===== src/clk_ctrl_pkg.sv =====
// Shared constants for the clock control block
`default_nettype none
package clk_ctrl_pkg;
   localparam int unsigned PCLK_MHZ = 250;
   localparam int unsigned SI_OSC_MHZ = 20;
   localparam int unsigned REF_MHZ = 100;
   localparam int unsigned TIMER_TICK_NS = 10;
   localparam int unsigned TIMER_REF_DIV = TIMER_TICK_NS * REF_MHZ / 1000;
   localparam int unsigned LP_OSC_HZ = 31250;
   localparam int unsigned LP_OSC_CYCLES = PCLK_MHZ * 1000000 / LP_OSC_HZ;
   localparam int unsigned LOCK_TIME_NS = 1000;
   localparam int unsigned LOCK_CYCLES = (LOCK_TIME_NS * PCLK_MHZ + 999) / 1000;
   localparam int unsigned ACC_W = 16;
   localparam int unsigned CB_DIV_W = 8;
   // Register byte offsets
   localparam logic [7:0] PLL_CFG_ADDR = 8'h00;
   localparam logic [7:0] STATUS_ADDR = 8'h04;
   localparam logic [7:0] RATIO_ADDR = 8'h08;
   localparam logic [7:0] TIMER_ADDR = 8'h0C;
   localparam logic [7:0] RTC_ADDR = 8'h10;
   localparam logic [7:0] RTC_CTRL_ADDR = 8'h14;
   localparam logic [7:0] PORT_SEL_ADDR = 8'h18;
   localparam logic [7:0] CB_CFG_ADDR = 8'h20;
   // PLL configuration fields
   localparam int unsigned OD_LSB = 0;
   localparam int unsigned F_LSB = 4;
   localparam int unsigned R_LSB = 16;
   localparam int unsigned OD_W = 3;
   localparam int unsigned F_W = 12;
   localparam int unsigned R_W = 6;
   localparam int unsigned RATIO_DEN_LSB = 16;
   // Clock block configuration fields
   localparam int unsigned CB_SRC_BIT = 0;
   localparam int unsigned CB_OE_BIT = 1;
   localparam int unsigned CB_DIV_LSB = 8;
   // Strap defaults {od, f, r}
   localparam logic [20:0] PLL_DEF_00 = {3'h1, 12'h07A, 6'h00};
   localparam logic [20:0] PLL_DEF_11 = {3'h2, 12'h077, 6'h00};
   localparam logic [20:0] PLL_DEF_10 = {3'h2, 12'h031, 6'h00};
   localparam logic [20:0] PLL_DEF_01 = {3'h2, 12'h017, 6'h00};
   typedef enum logic [1:0] {
      ST_STRAP = 2'b00,
      ST_LOCK = 2'b01,
      ST_RUN = 2'b11
   } pll_state_t;
endpackage
`default_nettype wire


===== src/cb_if.sv =====
// Carrier between the controller and one clock block
`default_nettype none
interface cb_if;
   import clk_ctrl_pkg::*;
   logic src_ext;
   logic out_en;
   logic [CB_DIV_W-1:0] div;
   logic ref_tick;
   logic ext_pin;
   logic clk_level;
   logic clk_oe;
   modport ctrl (output src_ext, out_en, div, ref_tick, ext_pin, input clk_level, clk_oe);
   modport blk (input src_ext, out_en, div, ref_tick, ext_pin, output clk_level, clk_oe);
endinterface
`default_nettype wire


===== src/clk_ctrl_top.sv =====
// Oscillator, PLL setting and clock distribution controller
`default_nettype none
module clk_ctrl_top #(
   parameter int unsigned NUM_CB = 2,
   parameter int unsigned NUM_PORTS = 8,
   parameter int unsigned LP_PERIOD_CYCLES = clk_ctrl_pkg::LP_OSC_CYCLES
) (
   input wire logic pclk,
   input wire logic presetn,
   input wire logic psel,
   input wire logic penable,
   input wire logic pwrite,
   input wire logic [7:0] paddr,
   input wire logic [31:0] pwdata,
   output logic [31:0] prdata,
   output logic pready,
   output logic pslverr,
   input wire logic boot_clock_source_select_n,
   input wire logic freq_range_strap_bit0,
   input wire logic freq_range_strap_bit1,
   input wire logic resonator_input_pin,
   input wire logic [NUM_CB-1:0] cb_ext_clk_pin,
   output logic [NUM_CB-1:0] cb_clk_pin_o,
   output logic [NUM_CB-1:0] cb_clk_pin_oe,
   output logic [clk_ctrl_pkg::OD_W-1:0] pll_output_divider,
   output logic [clk_ctrl_pkg::F_W-1:0] pll_multiplier,
   output logic [clk_ctrl_pkg::R_W-1:0] pll_input_divider,
   output logic tile_clk_run,
   output logic switch_clk_run,
   output logic ref_clk_en,
   output logic analog_clk_en,
   output logic boot_src_silicon,
   output logic [NUM_PORTS*$clog2(NUM_CB)-1:0] port_cb_sel
);
   import clk_ctrl_pkg::*;
   localparam int unsigned SW = $clog2(NUM_CB);
   localparam int unsigned PSW = NUM_PORTS * SW;
   localparam int unsigned LCW = $clog2(LOCK_CYCLES + 1);

   pll_state_t st_r, st_nxt;
   logic [LCW-1:0] lock_cnt_r, lock_cnt_nxt;
   logic [OD_W-1:0] od_nxt;
   logic [F_W-1:0] f_nxt;
   logic [R_W-1:0] r_nxt;
   logic [1:0] range_r, range_nxt;
   logic boot_nxt, run_nxt, rtc_main_r, rtc_main_nxt;
   logic [PSW-1:0] psel_nxt;
   logic [NUM_CB-1:0] cb_src_r, cb_src_nxt, cb_oe_r, cb_oe_nxt;
   logic [CB_DIV_W-1:0] cb_div_r [NUM_CB], cb_div_nxt [NUM_CB];
   logic [31:0] rdata_nxt;
   logic ready_nxt, slverr_nxt, wr_en, relock;
   logic res_prev_r, ext_edge, osc_tick, si_tick, ref_tick, lp_tick;
   logic [31:0] timer_cnt, rtc_cnt;
   logic [12:0] ratio_num;
   logic [11:0] ratio_den;

   function automatic logic [20:0] strap_defaults(input logic [1:0] rng);
      case (rng)
         2'b00: strap_defaults = PLL_DEF_00;
         2'b11: strap_defaults = PLL_DEF_11;
         2'b10: strap_defaults = PLL_DEF_10;
         default: strap_defaults = PLL_DEF_01;
      endcase
   endfunction

   function automatic logic cb_hit(input logic [7:0] a, input int unsigned i);
      cb_hit = (a == 8'(CB_CFG_ADDR + 8'(4 * i)));
   endfunction

   function automatic logic known_addr(input logic [7:0] a);
      known_addr = 1'b0;
      case (a)
         PLL_CFG_ADDR, STATUS_ADDR, RATIO_ADDR, TIMER_ADDR,
         RTC_ADDR, RTC_CTRL_ADDR, PORT_SEL_ADDR: known_addr = 1'b1;
         default: begin
            for (int i = 0; i < NUM_CB; i++) begin
               if (cb_hit(a, i)) begin
                  known_addr = 1'b1;
               end
            end
         end
      endcase
   endfunction

   // Ratio of tile to oscillator, exposed as numerator over denominator
   always_comb begin
      ratio_num = {1'b0, pll_multiplier} + 13'h0001;
      // Full-width product; narrow operands would wrap for large R and OD
      ratio_den = (12'({1'b0, pll_input_divider} + 7'h01)
         * 12'({1'b0, pll_output_divider} + 4'h1)) << 1;
   end

   assign wr_en = psel && penable && pwrite && pready;

   // Configuration and PLL lock sequencing
   always_comb begin
      st_nxt = st_r;
      lock_cnt_nxt = lock_cnt_r;
      od_nxt = pll_output_divider;
      f_nxt = pll_multiplier;
      r_nxt = pll_input_divider;
      range_nxt = range_r;
      boot_nxt = boot_src_silicon;
      rtc_main_nxt = rtc_main_r;
      psel_nxt = port_cb_sel;
      cb_src_nxt = cb_src_r;
      cb_oe_nxt = cb_oe_r;
      cb_div_nxt = cb_div_r;
      relock = 1'b0;
      if (wr_en) begin
         if (paddr == PLL_CFG_ADDR) begin
            // Field widths bound R, F and OD; the VCO window is software's duty
            od_nxt = pwdata[OD_LSB +: OD_W];
            f_nxt = pwdata[F_LSB +: F_W];
            r_nxt = pwdata[R_LSB +: R_W];
            relock = 1'b1;
         end
         if (paddr == RTC_CTRL_ADDR) begin
            rtc_main_nxt = pwdata[0];
         end
         if (paddr == PORT_SEL_ADDR) begin
            psel_nxt = pwdata[PSW-1:0];
         end
         for (int i = 0; i < NUM_CB; i++) begin
            if (cb_hit(paddr, i)) begin
               cb_src_nxt[i] = pwdata[CB_SRC_BIT];
               cb_oe_nxt[i] = pwdata[CB_OE_BIT];
               cb_div_nxt[i] = pwdata[CB_DIV_LSB +: CB_DIV_W];
            end
         end
      end
      case (st_r)
         ST_STRAP: begin
            // Straps taken once after reset release; board keeps them steady
            boot_nxt = boot_clock_source_select_n;
            range_nxt = {freq_range_strap_bit1, freq_range_strap_bit0};
            {od_nxt, f_nxt, r_nxt} = strap_defaults(range_nxt);
            st_nxt = ST_LOCK;
            lock_cnt_nxt = LCW'(LOCK_CYCLES - 1);
         end
         ST_LOCK: begin
            if (relock) begin
               lock_cnt_nxt = LCW'(LOCK_CYCLES - 1);
            end else if (lock_cnt_r == '0) begin
               st_nxt = ST_RUN;
            end else begin
               lock_cnt_nxt = lock_cnt_r - LCW'(1);
            end
         end
         ST_RUN: begin
            if (relock) begin
               st_nxt = ST_LOCK;
               lock_cnt_nxt = LCW'(LOCK_CYCLES - 1);
            end
         end
         default: begin
            st_nxt = ST_STRAP;
         end
      endcase
      run_nxt = (st_nxt == ST_RUN);
   end

   always_ff @(posedge pclk or negedge presetn) begin
      if (!presetn) begin
         st_r <= ST_STRAP;
         lock_cnt_r <= '0;
         pll_output_divider <= PLL_DEF_00[20:18];
         pll_multiplier <= PLL_DEF_00[17:6];
         pll_input_divider <= PLL_DEF_00[5:0];
         range_r <= 2'h0;
         boot_src_silicon <= 1'b0;
         rtc_main_r <= 1'b0;
         port_cb_sel <= '0;
         cb_src_r <= '0;
         cb_oe_r <= '0;
         for (int i = 0; i < NUM_CB; i++) begin
            cb_div_r[i] <= '0;
         end
         tile_clk_run <= 1'b0;
         switch_clk_run <= 1'b0;
      end else begin
         st_r <= st_nxt;
         lock_cnt_r <= lock_cnt_nxt;
         pll_output_divider <= od_nxt;
         pll_multiplier <= f_nxt;
         pll_input_divider <= r_nxt;
         range_r <= range_nxt;
         boot_src_silicon <= boot_nxt;
         rtc_main_r <= rtc_main_nxt;
         port_cb_sel <= psel_nxt;
         cb_src_r <= cb_src_nxt;
         cb_oe_r <= cb_oe_nxt;
         cb_div_r <= cb_div_nxt;
         tile_clk_run <= run_nxt;
         switch_clk_run <= run_nxt;
      end
   end

   // APB slave: no wait states, answer registered at end of setup
   always_comb begin
      ready_nxt = psel && !penable;
      slverr_nxt = 1'b0;
      rdata_nxt = '0;
      if (psel && !penable) begin
         slverr_nxt = !known_addr(paddr);
         case (paddr)
            PLL_CFG_ADDR: begin
               rdata_nxt[OD_LSB +: OD_W] = pll_output_divider;
               rdata_nxt[F_LSB +: F_W] = pll_multiplier;
               rdata_nxt[R_LSB +: R_W] = pll_input_divider;
            end
            STATUS_ADDR: rdata_nxt[4:0] = {rtc_main_r, tile_clk_run, range_r,
               boot_src_silicon};
            RATIO_ADDR: rdata_nxt = {4'h0, ratio_den, 3'h0, ratio_num};
            TIMER_ADDR: rdata_nxt = timer_cnt;
            RTC_ADDR: rdata_nxt = rtc_cnt;
            RTC_CTRL_ADDR: rdata_nxt[0] = rtc_main_r;
            PORT_SEL_ADDR: rdata_nxt[PSW-1:0] = port_cb_sel;
            default: begin
               for (int i = 0; i < NUM_CB; i++) begin
                  if (cb_hit(paddr, i)) begin
                     rdata_nxt[CB_SRC_BIT] = cb_src_r[i];
                     rdata_nxt[CB_OE_BIT] = cb_oe_r[i];
                     rdata_nxt[CB_DIV_LSB +: CB_DIV_W] = cb_div_r[i];
                  end
               end
            end
         endcase
      end
   end

   always_ff @(posedge pclk or negedge presetn) begin
      if (!presetn) begin
         pready <= 1'b0;
         pslverr <= 1'b0;
         prdata <= '0;
      end else begin
         pready <= ready_nxt;
         pslverr <= slverr_nxt;
         prdata <= rdata_nxt;
      end
   end

   // Oscillator selection; resonator edge counts as one oscillator cycle
   assign ext_edge = resonator_input_pin && !res_prev_r;
   assign osc_tick = boot_src_silicon ? si_tick : ext_edge;

   always_ff @(posedge pclk or negedge presetn) begin
      if (!presetn) begin
         res_prev_r <= 1'b0;
         analog_clk_en <= 1'b0;
      end else begin
         res_prev_r <= resonator_input_pin;
         analog_clk_en <= osc_tick;
      end
   end

   rate_tick #(.STEP(SI_OSC_MHZ), .MOD(PCLK_MHZ), .CW(1)) u_si_osc (
      .clk(pclk), .rst_n(presetn), .run(1'b1), .use_ext(1'b0),
      .ext_tick(1'b0), .tick_r(si_tick), .count_r());

   // Reference only runs while the PLL is locked; timer counts 10 ns ticks
   rate_tick #(.STEP(REF_MHZ * TIMER_REF_DIV), .MOD(PCLK_MHZ), .CW(32)) u_ref (
      .clk(pclk), .rst_n(presetn), .run(tile_clk_run), .use_ext(1'b0),
      .ext_tick(1'b0), .tick_r(ref_tick), .count_r(timer_cnt));
   assign ref_clk_en = ref_tick;

   // Real-time counter survives low power on its own oscillator unless rtc_main_r selects the main oscillator
   rate_tick #(.STEP(1), .MOD(LP_PERIOD_CYCLES), .CW(32)) u_rtc (
      .clk(pclk), .rst_n(presetn), .run(1'b1), .use_ext(rtc_main_r),
      .ext_tick(osc_tick), .tick_r(lp_tick), .count_r(rtc_cnt));

   genvar g;
   generate
      for (g = 0; g < NUM_CB; g++) begin : g_cb
         cb_if cbi ();
         assign cbi.src_ext = cb_src_r[g];
         assign cbi.out_en = cb_oe_r[g];
         assign cbi.div = cb_div_r[g];
         assign cbi.ref_tick = ref_tick;
         assign cbi.ext_pin = cb_ext_clk_pin[g];
         assign cb_clk_pin_o[g] = cbi.clk_level;
         assign cb_clk_pin_oe[g] = cbi.clk_oe;
         clock_block u_cb (.clk(pclk), .rst_n(presetn), .cb(cbi.blk));
      end
   endgenerate

   boot_src_a: assert property (@(posedge pclk) disable iff (!presetn)
      st_r == ST_STRAP |=> boot_src_silicon == $past(boot_clock_source_select_n))
      else $error("boot source not taken from strap");
   range_cap_a: assert property (@(posedge pclk) disable iff (!presetn)
      st_r == ST_STRAP |=> range_r == $past({freq_range_strap_bit1, freq_range_strap_bit0}))
      else $error("range strap not captured");
   low_defaults_a: assert property (@(posedge pclk) disable iff (!presetn)
      st_r == ST_STRAP && !freq_range_strap_bit1 && !freq_range_strap_bit0 |=>
      pll_output_divider == 3'h1 && pll_multiplier == 12'h07A && pll_input_divider == 6'h00)
      else $error("wrong defaults for range 00");
   high_defaults_a: assert property (@(posedge pclk) disable iff (!presetn)
      st_r == ST_STRAP && !freq_range_strap_bit1 && freq_range_strap_bit0 |=>
      pll_output_divider == 3'h2 && pll_multiplier == 12'h017 && pll_input_divider == 6'h00)
      else $error("wrong defaults for range 01");
   pll_write_a: assert property (@(posedge pclk) disable iff (!presetn)
      wr_en && paddr == PLL_CFG_ADDR |=> pll_multiplier == $past(pwdata[F_LSB +: F_W])
      && !tile_clk_run ##1 !tile_clk_run[*7])
      else $error("PLL write not applied or clocks not held");
   relock_done_a: assert property (@(posedge pclk) disable iff (!presetn)
      $rose(st_r == ST_LOCK) |-> !switch_clk_run ##[1:300] tile_clk_run)
      else $error("PLL lock wait not bounded");
   ref_rate_a: assert property (@(posedge pclk) disable iff (!presetn)
      tile_clk_run && $past(tile_clk_run, 4) && !ref_tick ##1 !ref_tick && tile_clk_run
      |=> ref_tick)
      else $error("reference tick slower than 100 MHz");
   port_reset_a: assert property (@(posedge pclk) disable iff (!presetn)
      st_r == ST_STRAP |-> port_cb_sel == '0 && cb_src_r == '0)
      else $error("ports not on clock block 0 after reset");
   analog_osc_a: assert property (@(posedge pclk) disable iff (!presetn)
      analog_clk_en |-> $past(boot_src_silicon ? si_tick :
      resonator_input_pin && !res_prev_r))
      else $error("analog clock not from oscillator");
endmodule
`default_nettype wire


===== src/clock_block.sv =====
// One port clock block: external pin or divided reference
`default_nettype none
module clock_block (
   input wire logic clk,
   input wire logic rst_n,
   cb_if.blk cb
);
   import clk_ctrl_pkg::*;
   logic [CB_DIV_W-1:0] cnt_r, cnt_nxt;
   logic level_r, level_nxt, oe_r;

   always_comb begin
      cnt_nxt = cnt_r;
      level_nxt = level_r;
      if (cb.src_ext) begin
         level_nxt = cb.ext_pin;
         cnt_nxt = '0;
      end else if (cb.ref_tick) begin
         // Half period is div+1 reference ticks
         if (cnt_r >= cb.div) begin
            cnt_nxt = '0;
            level_nxt = !level_r;
         end else begin
            cnt_nxt = cnt_r + CB_DIV_W'(1);
         end
      end
   end

   always_ff @(posedge clk or negedge rst_n) begin
      if (!rst_n) begin
         cnt_r <= '0;
         level_r <= 1'b0;
         oe_r <= 1'b0;
      end else begin
         cnt_r <= cnt_nxt;
         level_r <= level_nxt;
         oe_r <= cb.out_en;
      end
   end

   assign cb.clk_level = level_r;
   assign cb.clk_oe = oe_r;

   ext_follow_a: assert property (@(posedge clk) disable iff (!rst_n)
      cb.src_ext |=> level_r == $past(cb.ext_pin))
      else $error("clock block does not follow external pin");
endmodule
`default_nettype wire


===== src/rate_tick.sv =====
// Fractional tick generator with an event counter
`default_nettype none
module rate_tick #(
   parameter int unsigned STEP = 1,
   parameter int unsigned MOD = 2,
   parameter int unsigned CW = 32
) (
   input wire logic clk,
   input wire logic rst_n,
   input wire logic run,
   input wire logic use_ext,
   input wire logic ext_tick,
   output logic tick_r,
   output logic [CW-1:0] count_r
);
   import clk_ctrl_pkg::*;
   logic [ACC_W-1:0] acc_r, acc_nxt;
   logic [ACC_W:0] acc_sum;
   logic int_tick, sel, tick_nxt;
   logic [CW-1:0] count_nxt;

   // Phase accumulator gives exact average rate without a faster clock
   always_comb begin
      acc_sum = {1'b0, acc_r} + (ACC_W+1)'(STEP);
      int_tick = run && (acc_sum >= (ACC_W+1)'(MOD));
      acc_nxt = acc_r;
      if (int_tick) begin
         acc_nxt = ACC_W'(acc_sum - (ACC_W+1)'(MOD));
      end else if (run) begin
         acc_nxt = acc_sum[ACC_W-1:0];
      end
      sel = use_ext ? (run && ext_tick) : int_tick;
      tick_nxt = sel;
      count_nxt = count_r + CW'(sel);
   end

   always_ff @(posedge clk or negedge rst_n) begin
      if (!rst_n) begin
         acc_r <= '0;
         tick_r <= 1'b0;
         count_r <= '0;
      end else begin
         acc_r <= acc_nxt;
         tick_r <= tick_nxt;
         count_r <= count_nxt;
      end
   end

   count_step_a: assert property (@(posedge clk) disable iff (!rst_n)
      sel |=> (count_r == $past(count_r) + CW'(1)) && tick_r)
      else $error("counter did not advance on tick");
   count_hold_a: assert property (@(posedge clk) disable iff (!rst_n)
      !sel |=> $stable(count_r) && !tick_r)
      else $error("counter moved without tick");
endmodule
`default_nettype wire

===== config.mk =====
export PLATFORM = sky130hd
export DESIGN_NAME = clk_ctrl_top
export DESIGN_NICKNAME = d
export VERILOG_FILES = /design/src/clk_ctrl_pkg.sv /design/src/cb_if.sv /design/src/clk_ctrl_top.sv /design/src/clock_block.sv /design/src/rate_tick.sv
export SDC_FILE = /design/constraint.sdc
export NUM_CORES = 1
export LEC_CHECK = 0
export ABC_AREA = 1
export CAP_MARGIN = 15
export CORE_MARGIN = 5
export CORE_UTILIZATION = 25
export CTS_CLUSTER_DIAMETER = 150
export DETAILED_ROUTE_END_ITERATION = 7
export DONT_BUFFER_PORTS = 1
export GPL_TIMING_DRIVEN = 0
export SYNTH_ARGS = -nofsm -noshare
export SYNTH_HDL_FRONTEND = slang
export SYNTH_SLANG_ARGS = --single-unit

===== constraint.sdc =====
create_clock -name pclk -period 3.5 [get_ports pclk]
set_clock_uncertainty 0.2 [all_clocks]
set_input_delay 0.7 -clock pclk [delete_from_list [all_inputs] [get_ports pclk]]
set_output_delay 0.7 -clock pclk [all_outputs]
set_load 0.02 [all_outputs]

==> run metrics <==
outcome complete, but fails checks; violated checks hold timing, setup timing; Buf+Inv Stages, Crit Path 2; final slew viol count 0; Primary FF master, synth dfrtp_1; VDD IR max 0.328 mV; fin crit period 3.89 ns; met1 Usage GRT 17.3%; Compound-Gate Fraction of Synth Area 9.63%; H-tree Lvls 1; Synth Area in Adders 7.04%; largest net degree at the start of global routing 233; post-route core utilization 31.1%; setup slack after layout -0.388 ns; GRT Overall Usage 13.4%; filler-free cell count of the finished design 2,528; drt pass-1 iters 5; total CTS buffers 28; share of layout cells above drive strength 1 16.9%; WL/cell 16.5 um; Mapped Area 0.0137 mm^2; Crit path max-delay family adder cells; worst skew pair latency 0.57 ns; slowest CP cell dfstp_4; layout net count 1,930; Hold WC Path Type in -> async; CTS tree yes; Critical Path AT 4.08 ns; first-pass GRT wire length 64,200 um; Max Root-Sink Buffers 3; Die Span Y 244 um; # IOs 123; Buffers on Ports 0; gr ovfl total 0; Min Hold Slack -0.348 ns; main combinational cell family by area after synthesis simple AND/OR/NAND/NOR gates; Via Count 11,845; Top Usage Layer GRT met2; Worst Tran Pin Value 0.963 ns; initial antenna violation count 5; GPL Wtd Cong 0.893; CP startpoint kind flop; Avg Vias per Cell 4.69; FMAX 257 MHz; Core ar. 0.0540 mm^2; Cell Chain, Critical Path ha_4, xnor2_4, or2_4, fa_1, inv_2, fa_2, buf_4, ha_4, nand3_1, nand3_2, nand2_2, o311ai_2, or2_4, nand3_2, a31oi_2; met3 usage 4.77%; data required time of the worst path 3.69 ns; Avg Cell Area, Syn 8.02 um^2; final WL 41,600 um; PD cells 353 mW/mm^2; Final Cycle Share 111%; starting density of the core 25.3%; number of global-route vias before repair 11,633; Post-synth EDFFs 0; DP HPWL 30,700 um; drt first-iter violations 937; mux contribution to synthesized area 0.0823%; RSZ-0062 raised after global routing yes; WS Path Type reg -> reg; syn_nets 1,828; Rows 85; Max FO, Critical Path 8; relative slew slack 35.1%; Final Hold Vio Count 226; xor-xnor portion of the synthesized cell area 7.35%; Sink Count 232; LEAKAGE 0.00791 uW; Synth Instances 1,706; Total Neg Setup Slack -4.70 ns; met2 usage 21.2%; yosys warns 0; Remaining DRCs 0; Yosys reg bits 232; Async SR Flop Fraction 100%; placed insts 2,402; area delta synth->final 22.7%; simple-gate share of the synthesized area 25.6%; maxcap violations 0; count of different cell masters after synthesis 53; Final Power 5940 uW; pre-CTS setup slack -0.686 ns; hold buffer count at CTS 1; final setup fails 25; CP max stage delay 0.73 ns; Die X 244 um; ANT nets after route 0; DIE AREA 0.0595 mm^2; sequential fraction of the synthesis area 42.5%; endpoint class of the critical path flop; Clock Tree Root clkbuf_16; clock-pin slew on the worst setup and hold paths 0.06 ns
[placed cells by master, fill, tap and decap left out, types with 22 or more instances in the layout]
cell / n
nand2_1: 394
inv_1: 225
dfrtp_1: 216
nor2_1: 131
o21ai_0: 89
xor2_1: 82
nand3_1: 76
buf_4: 67
a21oi_1: 48
ha_1: 47
nand4_1: 33
nor3_1: 31
clkbuf_16: 28
xnor2_1: 24
clkbuf_1: 24
o22ai_1: 22
[final cells by class]
cell class | instances | area, um^2
diodes | 3 | 7.51
plain buffers | 31 | 168
clock buffers | 39 | 782
clock inverters | 12 | 131
fillers | 5613 | 37200
inverters | 242 | 916
multi-input cells | 1201 | 7510
flip-flops and latches | 232 | 5830
well taps | 696 | 871
repair buffers | 72 | 589
[power by group]
part / leakage, uW / switching (uW) / total (uW) / internal (uW)
clock: 0.000437 / 1200 / 2910 / 1710
sequential: 0.00302 / 70.0 / 2810 / 2740
combinational: 0.00445 / 141 / 222 / 81.6
[repair_timing]
| action | CTS | global route |
|---|---|---|
| buffers inserted | 38 | 34 |
| pin swaps | 40 | 51 |
| endpoints found under the setup margin | 50 | 42 |
| gates cloned | 0 | 0 |
| resized for setup | 97 | 58 |
| hold endpoints to repair | 233 | 230 |
[worst paths after layout]
check                                 startpoint                endpoint  slack [ns]  depth (start not counted)
hold reg to reg                       cb_oe_r[1]  g_cb[1].u_cb.cb.clk_oe        0.23                          0
max in group asynchronous                presetn          u_ref.acc_r[3]        2.79                          0
hold / removal                           presetn               prdata[2]       -0.35                          0
setup reg to reg           pll_output_divider[0]              prdata[26]       -0.39                         15
setup / recovery           pll_output_divider[0]              prdata[26]       -0.39                         15
min in group pclk                     pwdata[20]    pll_input_divider[4]        0.06                          2
[state kept, by name, summed over array words and instances, names as in the netlist, 6 cells and up]
register           count
prdata                32
u_ref.count_r         32
u_rtc.count_r         32
g_cb.cbi.div          16
g_cb.u_cb.cnt_r       16
u_rtc.acc_r           16
u_ref.acc_r           15
u_si_osc.acc_r        15
pll_multiplier        12
lock_cnt_r             8
port_cb_sel            8
pll_input_divider      6
[logic make-up after synthesis]
| logic type | after synthesis |
|---|---|
| flops | 232 |
| mux | 1 |
| simple gates | 792 |
| compound gates | 223 |
| xor+xnor | 114 |
| fa+ha+maj | 71 |
| buf+inv | 273 |
[through the flow]
stage	instance area, um^2	hold WS [ns]
after global placement	14600	0.217
after CTS	16300	-0.382
after floorplan	13800	0.174
final	16800	-0.348
after detailed placement	14600	0.205
after global routing	16800	-0.372
[metal layers]
metal,vias to the layer above,share of wire (%)
met1,5731,43
met3,69,9.5
met2,308,44
met5,-,0.089
li1,5733,-
met4,4,2.9
[cell usage after synthesis, drive strengths merged, types with 10 or more instances]
cell	instances	share of area (%)
dfrtp	226	41
buf	14	0.76
a221oi	10	0.64
ha	61	5.6
fa	10	1.5
o22ai	22	1.0
a31oi	11	0.50
inv	239	6.6
a21oi	50	1.9
nand4	36	1.8
xnor2	28	1.8
o21ai	95	3.5
nor3	41	1.7
nand3	93	3.7
xor2	86	5.6
nand2	424	12
nor2	170	5.3
nand3b	10	0.58
or2	13	0.61
clkbuf	17	0.47
No activity file was read; power rests on OpenSTA's default activity.
